**config.mk**
```make
export PLATFORM = sky130hd
export DESIGN_NAME = frame_timer_event_generator
export DESIGN_NICKNAME = d
export VERILOG_FILES = /design/src/rtl/boundary_timer.v /design/src/rtl/frame_timer_event_generator.v
export VERILOG_INCLUDE_DIRS = /design/src /design/src/rtl
export SDC_FILE = /design/constraint.sdc
export NUM_CORES = 2
export LEC_CHECK = 0
export ABC_CLOCK_PERIOD_IN_PS = 24200
export BUFFER_PORTS_ARGS = -buffer_cell sky130_fd_sc_hd__buf_2
export CORE_ASPECT_RATIO = 1.2
export CORE_MARGIN = 5
export CORE_UTILIZATION = 35
export CTS_CLUSTER_SIZE = 10
export DETAILED_ROUTE_END_ITERATION = 7
export GPL_TIMING_DRIVEN = 1
export SLEW_MARGIN = 5
export SYNTH_ARGS = -nofsm -noshare
export SYNTH_HDL_FRONTEND = slang
export SYNTH_HIERARCHICAL = 1
export SYNTH_SLANG_ARGS = --single-unit
```
**constraint.sdc**
```tcl
create_clock -name core_clk -period 24.2 [get_ports core_clk]
set_input_delay 4.84 -clock core_clk [delete_from_list [all_inputs] [get_ports core_clk]]
set_output_delay 4.84 -clock core_clk [all_outputs]
set_load 0.005 [all_outputs]
```
**src/rtl/frame_timer_regs.vh**
```
// Constants for the frame timer and its event generators
`ifndef FRAME_TIMER_REGS_VH
`define FRAME_TIMER_REGS_VH

// ----------------------------------------------------------------
// Sync source select codes
// ----------------------------------------------------------------
`define SYNC_SEL_W 3
`define SYNC_SEL_RP1 3'h0
`define SYNC_SEL_PIN 3'h1
`define SYNC_SEL_SW 3'h2
`define SYNC_SEL_RXFB 3'h3
`define SYNC_SEL_CMP 3'h4

// ----------------------------------------------------------------
// Event strobe select codes
// ----------------------------------------------------------------
`define STB_SEL_W 3
`define STB_SEL_RAD_SYM 3'h0
`define STB_SEL_RAD_FRM 3'h1
`define STB_SEL_UL_SYM 3'h2
`define STB_SEL_UL_FRM 3'h3
`define STB_SEL_DL_SYM 3'h4
`define STB_SEL_DL_FRM 3'h5

// ----------------------------------------------------------------
// Default widths and counts
// ----------------------------------------------------------------
`define CLK_CNT_W 20
`define SYM_CNT_W 8
`define FRM_CNT_W 12
`define EVT_CNT_W 24
`define NUM_EVENTS 11

`endif

```
**src/rtl/boundary_timer.v**
```verilog
// One frame timer: clock, symbol and frame counts with boundary strobes
`timescale 1ns/1ps
`default_nettype none
module boundary_timer #(
  parameter CLK_W = 20,
  parameter SYM_W = 8,
  parameter FRM_W = 12
) (
  input wire core_clk, // Processing clock
  input wire rst, // Async reset, active high
  input wire ce, // Clock enable
  input wire sync_pulse, // Realign frame boundary
  input wire [CLK_W-1:0] term_clk, // Clocks per symbol minus one
  input wire [SYM_W-1:0] term_sym, // Symbols per frame minus one
  input wire [FRM_W-1:0] term_frm, // Frames per wrap minus one
  output reg [CLK_W-1:0] clk_cnt_reg, // Clock count
  output reg [SYM_W-1:0] sym_cnt_reg, // Symbol count
  output reg [FRM_W-1:0] frm_cnt_reg, // Frame count
  output reg sym_strobe_reg, // Symbol boundary pulse
  output reg frm_strobe_reg // Frame boundary pulse
);

  // ----------------------------------------------------------------
  // Counting and wrap
  // ----------------------------------------------------------------
  always @(posedge core_clk or posedge rst) begin
    if (rst) begin
      clk_cnt_reg <= {CLK_W{1'b0}};
      sym_cnt_reg <= {SYM_W{1'b0}};
      frm_cnt_reg <= {FRM_W{1'b0}};
      sym_strobe_reg <= 1'b0;
      frm_strobe_reg <= 1'b0;
    end else if (ce) begin
      if (sync_pulse) begin
        // Sync forces a fresh frame and symbol
        clk_cnt_reg <= {CLK_W{1'b0}};
        sym_cnt_reg <= {SYM_W{1'b0}};
        frm_cnt_reg <= {FRM_W{1'b0}};
        sym_strobe_reg <= 1'b1;
        frm_strobe_reg <= 1'b1;
      end else if (clk_cnt_reg == term_clk) begin
        clk_cnt_reg <= {CLK_W{1'b0}};
        sym_strobe_reg <= 1'b1;
        if (sym_cnt_reg == term_sym) begin
          sym_cnt_reg <= {SYM_W{1'b0}};
          frm_strobe_reg <= 1'b1;
          if (frm_cnt_reg == term_frm) begin
            frm_cnt_reg <= {FRM_W{1'b0}};
          end else begin
            frm_cnt_reg <= frm_cnt_reg + 1'b1;
          end
        end else begin
          sym_cnt_reg <= sym_cnt_reg + 1'b1;
          frm_strobe_reg <= 1'b0;
        end
      end else begin
        clk_cnt_reg <= clk_cnt_reg + 1'b1;
        sym_strobe_reg <= 1'b0;
        frm_strobe_reg <= 1'b0;
      end
    end
  end

endmodule // boundary_timer
`default_nettype wire

```
**src/rtl/frame_timer_event_generator.v**
```verilog
// Frame timer with link, radio, uplink, downlink timers and event generators
`timescale 1ns/1ps
`include "frame_timer_regs.vh"
`default_nettype none
module frame_timer_event_generator #(
  parameter CLK_W = `CLK_CNT_W,
  parameter SYM_W = `SYM_CNT_W,
  parameter FRM_W = `FRM_CNT_W,
  parameter EW = `EVT_CNT_W,
  parameter NUM_EVT = `NUM_EVENTS
) (
  input wire core_clk, // Processing clock, 125 MHz
  input wire rst, // Async reset, active high
  input wire ce, // Clock enable, freezes all state
  // Sync sources
  input wire rp1_sync_input, // RP1 frame burst pin
  input wire link_sync_input, // Link sync pin
  input wire radio_sync_input, // Radio sync pin
  input wire software_sync_trigger, // Software sync pulse
  input wire rx_frame_boundary, // Received frame boundary pulse
  // Configuration
  input wire [2:0] link_sync_sel, // Link sync source code
  input wire [2:0] radio_sync_sel, // Radio sync source code
  input wire link_sync_to_radio, // Link sync also syncs radio
  input wire radio_sync_to_link, // Radio sync also syncs link
  input wire [CLK_W-1:0] radio_sync_compare_value, // Link clock compare
  input wire [CLK_W-1:0] link_term_clk, // Link clocks per symbol - 1
  input wire [SYM_W-1:0] link_term_sym, // Link symbols per frame - 1
  input wire [FRM_W-1:0] link_term_frm, // Link frames per wrap - 1
  input wire [CLK_W-1:0] radio_term_clk, // Radio clocks per symbol - 1
  input wire [SYM_W-1:0] radio_term_sym, // Radio symbols per frame - 1
  input wire [FRM_W-1:0] radio_term_frm, // Radio frames per wrap - 1
  input wire [EW-1:0] uplink_offset, // Uplink lag in clocks
  input wire [EW-1:0] downlink_offset, // Downlink lag in clocks
  // Event generator configuration, one field per event
  input wire [3*NUM_EVT-1:0] event_strobe_sel, // Strobe select codes
  input wire [EW*NUM_EVT-1:0] event_offset, // Trigger offsets
  input wire [EW*NUM_EVT-1:0] event_modulo, // Modulo periods - 1
  input wire [NUM_EVT-1:0] event_enable, // Enable requests
  // Timer outputs
  output wire [CLK_W-1:0] link_clk_count, // Link clock count
  output wire [SYM_W-1:0] link_sym_count, // Link symbol count
  output wire [FRM_W-1:0] link_frm_count, // Link frame count
  output wire link_symbol_strobe, // Link symbol boundary
  output wire link_frame_strobe, // Link frame boundary
  output wire [CLK_W-1:0] radio_clk_count, // Radio clock count
  output wire [SYM_W-1:0] radio_sym_count, // Radio symbol count
  output wire [FRM_W-1:0] radio_frm_count, // Radio frame count
  output wire radio_symbol_strobe, // Radio symbol boundary
  output wire radio_frame_strobe, // Radio frame boundary
  output wire uplink_symbol_strobe, // Uplink symbol boundary
  output wire uplink_frame_strobe, // Uplink frame boundary
  output wire downlink_symbol_strobe, // Downlink symbol boundary
  output wire downlink_frame_strobe, // Downlink frame boundary
  output wire radio_compare_armed, // Compare sync waiting
  output wire [NUM_EVT-1:0] event_running, // Event active status
  output wire [NUM_EVT-1:0] event_out // Event pulses
);

  // ----------------------------------------------------------------
  // Pin synchronisers and edge detect
  // ----------------------------------------------------------------
  reg [2:0] pin_ff1_reg;
  reg [2:0] pin_ff2_reg;
  reg [2:0] pin_ff3_reg;
  wire [2:0] pin_rise;

  // Two flops per pin, third for edge detect
  always @(posedge core_clk or posedge rst) begin
    if (rst) begin
      pin_ff1_reg <= 3'h0;
      pin_ff2_reg <= 3'h0;
      pin_ff3_reg <= 3'h0;
    end else if (ce) begin
      pin_ff1_reg <= {radio_sync_input, link_sync_input, rp1_sync_input};
      pin_ff2_reg <= pin_ff1_reg;
      pin_ff3_reg <= pin_ff2_reg;
    end
  end

  assign pin_rise = pin_ff2_reg & ~pin_ff3_reg;

  // ----------------------------------------------------------------
  // Sync source selection
  // ----------------------------------------------------------------
  reg link_src_sync;
  reg radio_src_sync;
  reg cmp_armed_reg;
  wire cmp_hit;
  wire link_sync_pulse;
  wire radio_sync_pulse;
  wire [CLK_W-1:0] lk_clk_cnt;

  // Link timer source by select code
  always @* begin
    case (link_sync_sel)
      `SYNC_SEL_RP1: link_src_sync = pin_rise[0];
      `SYNC_SEL_PIN: link_src_sync = pin_rise[1];
      `SYNC_SEL_SW: link_src_sync = software_sync_trigger;
      `SYNC_SEL_RXFB: link_src_sync = rx_frame_boundary;
      default: link_src_sync = 1'b0;
    endcase
  end

  // Radio timer source by select code
  always @* begin
    case (radio_sync_sel)
      `SYNC_SEL_RP1: radio_src_sync = pin_rise[0];
      `SYNC_SEL_PIN: radio_src_sync = pin_rise[2];
      `SYNC_SEL_SW: radio_src_sync = software_sync_trigger;
      `SYNC_SEL_RXFB: radio_src_sync = rx_frame_boundary;
      `SYNC_SEL_CMP: radio_src_sync = cmp_hit;
      default: radio_src_sync = 1'b0;
    endcase
  end

  // Cross routing lets one trigger start both timers
  assign link_sync_pulse = link_src_sync |
                           (radio_sync_to_link & radio_src_sync);
  assign radio_sync_pulse = radio_src_sync |
                            (link_sync_to_radio & link_src_sync);

  // ----------------------------------------------------------------
  // Compare-based radio sync
  // ----------------------------------------------------------------
  assign cmp_hit = cmp_armed_reg &
                   (lk_clk_cnt == radio_sync_compare_value);

  // Armed by a link sync, fires once at the compare value
  always @(posedge core_clk or posedge rst) begin
    if (rst) begin
      cmp_armed_reg <= 1'b0;
    end else if (ce) begin
      if (radio_sync_sel != `SYNC_SEL_CMP) begin
        cmp_armed_reg <= 1'b0;
      end else if (link_sync_pulse) begin
        cmp_armed_reg <= 1'b1;
      end else if (cmp_hit) begin
        cmp_armed_reg <= 1'b0;
      end
    end
  end

  assign radio_compare_armed = cmp_armed_reg;

  // ----------------------------------------------------------------
  // Link and radio timers, both on core_clk
  // ----------------------------------------------------------------
  // Link timer gives the base for the compare-based radio sync
  boundary_timer #(.CLK_W(CLK_W), .SYM_W(SYM_W), .FRM_W(FRM_W)) u_link (
    .core_clk(core_clk),
    .rst(rst),
    .ce(ce),
    .sync_pulse(link_sync_pulse),
    .term_clk(link_term_clk),
    .term_sym(link_term_sym),
    .term_frm(link_term_frm),
    .clk_cnt_reg(lk_clk_cnt),
    .sym_cnt_reg(link_sym_count),
    .frm_cnt_reg(link_frm_count),
    .sym_strobe_reg(link_symbol_strobe),
    .frm_strobe_reg(link_frame_strobe)
  );

  assign link_clk_count = lk_clk_cnt;

  // Radio timer follows the radio frame layout
  boundary_timer #(.CLK_W(CLK_W), .SYM_W(SYM_W), .FRM_W(FRM_W)) u_radio (
    .core_clk(core_clk),
    .rst(rst),
    .ce(ce),
    .sync_pulse(radio_sync_pulse),
    .term_clk(radio_term_clk),
    .term_sym(radio_term_sym),
    .term_frm(radio_term_frm),
    .clk_cnt_reg(radio_clk_count),
    .sym_cnt_reg(radio_sym_count),
    .frm_cnt_reg(radio_frm_count),
    .sym_strobe_reg(radio_symbol_strobe),
    .frm_strobe_reg(radio_frame_strobe)
  );

  // ----------------------------------------------------------------
  // Uplink and downlink offset copies of the radio timer
  // ----------------------------------------------------------------
  wire [1:0] dir_sync;
  wire [1:0] dir_sym_stb;
  wire [1:0] dir_frm_stb;
  wire [2*EW-1:0] dir_offset;

  assign dir_offset = {downlink_offset, uplink_offset};

  genvar d;
  generate
    for (d = 0; d < 2; d = d + 1) begin : g_dir
      reg [EW-1:0] lag_cnt_reg;
      reg lag_act_reg;

      // Count the offset from each radio frame boundary
      always @(posedge core_clk or posedge rst) begin
        if (rst) begin
          lag_cnt_reg <= {EW{1'b0}};
          lag_act_reg <= 1'b0;
        end else if (ce) begin
          if (radio_frame_strobe) begin
            lag_cnt_reg <= dir_offset[d*EW +: EW];
            lag_act_reg <= 1'b1;
          end else if (lag_act_reg) begin
            if (lag_cnt_reg == {EW{1'b0}}) begin
              lag_act_reg <= 1'b0;
            end else begin
              lag_cnt_reg <= lag_cnt_reg - 1'b1;
            end
          end
        end
      end

      assign dir_sync[d] = lag_act_reg & (lag_cnt_reg == {EW{1'b0}});

      // Offset copy shares the radio terminal counts
      boundary_timer #(.CLK_W(CLK_W), .SYM_W(SYM_W), .FRM_W(FRM_W)) u_dir (
        .core_clk(core_clk),
        .rst(rst),
        .ce(ce),
        .sync_pulse(dir_sync[d]),
        .term_clk(radio_term_clk),
        .term_sym(radio_term_sym),
        .term_frm(radio_term_frm),
        .clk_cnt_reg(),
        .sym_cnt_reg(),
        .frm_cnt_reg(),
        .sym_strobe_reg(dir_sym_stb[d]),
        .frm_strobe_reg(dir_frm_stb[d])
      );
    end
  endgenerate

  assign uplink_symbol_strobe = dir_sym_stb[0];
  assign uplink_frame_strobe = dir_frm_stb[0];
  assign downlink_symbol_strobe = dir_sym_stb[1];
  assign downlink_frame_strobe = dir_frm_stb[1];

  // ----------------------------------------------------------------
  // Counter-based event generators
  // ----------------------------------------------------------------
  wire [5:0] strobe_bus;

  assign strobe_bus = {downlink_frame_strobe, downlink_symbol_strobe,
                       uplink_frame_strobe, uplink_symbol_strobe,
                       radio_frame_strobe, radio_symbol_strobe};

  genvar e;
  generate
    for (e = 0; e < NUM_EVT; e = e + 1) begin : g_evt
      wire [2:0] sel;
      reg stb;
      reg run_reg;
      reg dly_act_reg;
      reg mod_act_reg;
      reg [EW-1:0] dly_reg;
      reg [EW-1:0] mod_reg;
      reg fire_reg;

      assign sel = event_strobe_sel[3*e +: 3];

      // Input strobe choice
      always @* begin
        case (sel)
          `STB_SEL_RAD_SYM: stb = strobe_bus[0];
          `STB_SEL_RAD_FRM: stb = strobe_bus[1];
          `STB_SEL_UL_SYM: stb = strobe_bus[2];
          `STB_SEL_UL_FRM: stb = strobe_bus[3];
          `STB_SEL_DL_SYM: stb = strobe_bus[4];
          `STB_SEL_DL_FRM: stb = strobe_bus[5];
          default: stb = 1'b0;
        endcase
      end

      // Offset delay, then modulo repeats until next boundary
      always @(posedge core_clk or posedge rst) begin
        if (rst) begin
          run_reg <= 1'b0;
          dly_act_reg <= 1'b0;
          mod_act_reg <= 1'b0;
          dly_reg <= {EW{1'b0}};
          mod_reg <= {EW{1'b0}};
          fire_reg <= 1'b0;
        end else if (ce) begin
          fire_reg <= 1'b0;
          if (stb) begin
            // Enable changes take hold only here
            run_reg <= event_enable[e];
            dly_act_reg <= event_enable[e];
            mod_act_reg <= 1'b0;
            dly_reg <= event_offset[EW*e +: EW];
          end else if (run_reg && dly_act_reg) begin
            if (dly_reg == {EW{1'b0}}) begin
              fire_reg <= 1'b1;
              dly_act_reg <= 1'b0;
              mod_act_reg <= 1'b1;
              mod_reg <= event_modulo[EW*e +: EW];
            end else begin
              dly_reg <= dly_reg - 1'b1;
            end
          end else if (run_reg && mod_act_reg) begin
            if (mod_reg == {EW{1'b0}}) begin
              fire_reg <= 1'b1;
              mod_reg <= event_modulo[EW*e +: EW];
            end else begin
              mod_reg <= mod_reg - 1'b1;
            end
          end
        end
      end

      assign event_out[e] = fire_reg;
      assign event_running[e] = run_reg;
    end
  endgenerate

endmodule // frame_timer_event_generator
`default_nettype wire

```
==> results.tsv <==
stage	metric	value	unit
status	outcome	finished, violations left	
status	violations	design-rule violations	
hold_path	min_path_type	flop to flop	
setup_path	ff2ff_path_depth	9	
placement	hpwlAfterDp	143000	µm
clock_network	clk_latency	0.70	ns
power_and_ir_drop	peakVddDrop	0.0000521	V
setup_path	worstPathArrival	8.87	ns
setup_path	reg2reg_from	u_link/clk_cnt_reg[7]$_DFFE_PP0P_	
sta	worst_clock_skew	0.0520	ns
clock_network	max-clock-path-buffers	3	
power_and_ir_drop	p_leak	24.2	nW
hold_path	min_from	g_evt[9].mod_reg[15]$_DFFE_PP0P_	
sta	hold_violations	0	
setup_path	timing_worst_setup_path_type	input port to async pin	
sta	layout_min_cycle_time	8.17	ns
placement	placedCellCount	8337	
hold_path	holdPathStages	1	
sta	setup_ws	16.03	ns
floorplan	start_util	35.1	%
setup_path	required	24.90	ns
floorplan	rows	151	
setup_path	reg2reg_slack	20.13	ns
routing	via_per_inst	5.90	
hold_path	min_to	g_evt[9].mod_reg[15]$_DFFE_PP0P_	
floorplan	die_area	149000	µm²
grt	antenna_found_initial	118	
clock_network	cts_tree	yes	
final_layout	layout.nets	7379	
routing	antenna_left	0	
grt	first_global_vias	48100	
routing	via_count	50500	
clock_network	cts_made_buffers	95	
sta	timing.final.max_slew_violations	0	
clock_network	cts_setup_buffers	0	
clock_network	post_cts_resized	0	
clock_network	clk_transition_reported_paths	0.06	ns
final_layout	final_cells	8554	
synthesis	yosysWarnings	6	
clock_network	cts_max_level	3	
routing	first_iter_violations	4375	
flow_run	cap_viol_max_count	0	
sta	finalSetupTns	0	ns
grt	overflow	0	
setup_path	worstSetupEndpointType	async pin	
floorplan	dieHeight	421	µm
sta	final.period_utilization	33.8	%
synthesis	syn_inst	5946	
routing	dr.pass1.iters	8	
placement	portBuffers	846	
final_layout	drive_above_1_share	18.2	%
synthesis	syn-num-nets	6727	
final_layout	area_delta_synth_final	17.5	%
routing	drcViolationCount	6	
sta	setup_violations	0	
final_layout	num-fill-cells	14300	
setup_path	worstPathMaxFanout	97	
floorplan	die_x	353	µm
placement	pre_cts_slack	15.08	ns
clock_network	ctsRootBufferMaster	clkbuf_16	
floorplan	io_pins	847	
routing	drt-total-wl	191000	µm
clock_network	cts.sinks	776	
grt	grtUsageTotal	24.5	%
routing	drt-wirelength-per-cell	22.4	µm
synthesis	syn-cell-area	49300	µm²
power_and_ir_drop	powerDensity	71.6	nW/µm²
grt	grt_first_pass_wirelength	290000	µm
setup_path	start_kind	input port	
placement	routabilityCongestion	0.991	
sta	slew_headroom	19.4	%
setup_path	reg2reg_to	u_link/sym_cnt_reg[1]$_DFFE_PP0P_	
floorplan	core-area	141000	µm²
sta	rsz0062_at_grt	false	
grt	grt_max_degree	126	
clock_network	ctsHoldBuffers	0	
sta	worst_pin_slew	1.21	ns
sta	fmax	122	MHz
synthesis	syn_area_per_cell	8.30	µm²
## area by class of cell
| class | instances | area [µm²] | share of cell area, % |
|---|---|---|---|
| antenna | 71 | 178 | 0.307 |
| clock inverter | 11 | 168 | 0.289 |
| timing repair buffer | 916 | 4780 | 8.25 |
| clock buffer | 135 | 2690 | 4.64 |
| multi-input combinational | 4653 | 27800 | 48.0 |
| tap | 1836 | 2300 | 3.96 |
| sequential | 776 | 19400 | 33.5 |
| inverter | 156 | 598 | 1.03 |
## worst max-delay path by stage
stage	startpoint	endpoint
final	rst	g_evt[0].dly_reg[6]$_DFFE_PP0P_
after global routing	rst	g_evt[0].dly_reg[6]$_DFFE_PP0P_
after CTS	rst	g_evt[0].dly_reg[22]$_DFFE_PP0P_
after detailed placement	rst	g_evt[5].mod_reg[6]$_DFFE_PP0P_
after global placement	rst	g_evt[0].dly_reg[1]$_DFFE_PP0P_
after floorplan	rst	g_dir[0].lag_act_reg$_DFFE_PP0P_
## layer usage
layer	share of wire, %	vias up	track usage (%)
li1	-	23700	-
met1	40	24500	30.1
met2	46	1781	39.6
met3	8.2	413	6.34
met4	5.4	62	13.1
met5	0.21	-	0
## layout by cell type, fill, tap and decap left out, drive strengths merged, types with 135 or more instances in the layout
master  count
nand2     487
nor2      587
inv       150
clkbuf    135
nor3      262
nand3     224
nand4     143
a21oi     608
dfrtp     776
xnor2     175
nor4      172
o21ai     510
buf       916
## metrics by stage
stage               total power, mW  utilization, %  area, µm²  hold slack [ns]
floorplan                      2.44               -      49300            0.444
global route                   4.39            41.2      57900            0.499
global placement               2.76            39.1      54900            0.462
detailed placement             2.78            39.1      54900            0.469
CTS                            4.18            41.1      57800            0.479
finish                         4.15            41.2      58000            0.479
## worst max-delay path, cell delays in order
cell and delay [ns]:
buf_2 0.16, inv_8 0.47, buf_4 0.82, buf_4 0.87, buf_4 0.67, buf_4 0.76
## power by group
group	leakage, nW	total, mW	internal, mW	switching [mW]
registers	9.83	1.77	1.51	0.257
clock network	1.40	1.37	0.776	0.595
logic	13.0	1.01	0.399	0.615
Power figures use the tool's default switching activity.
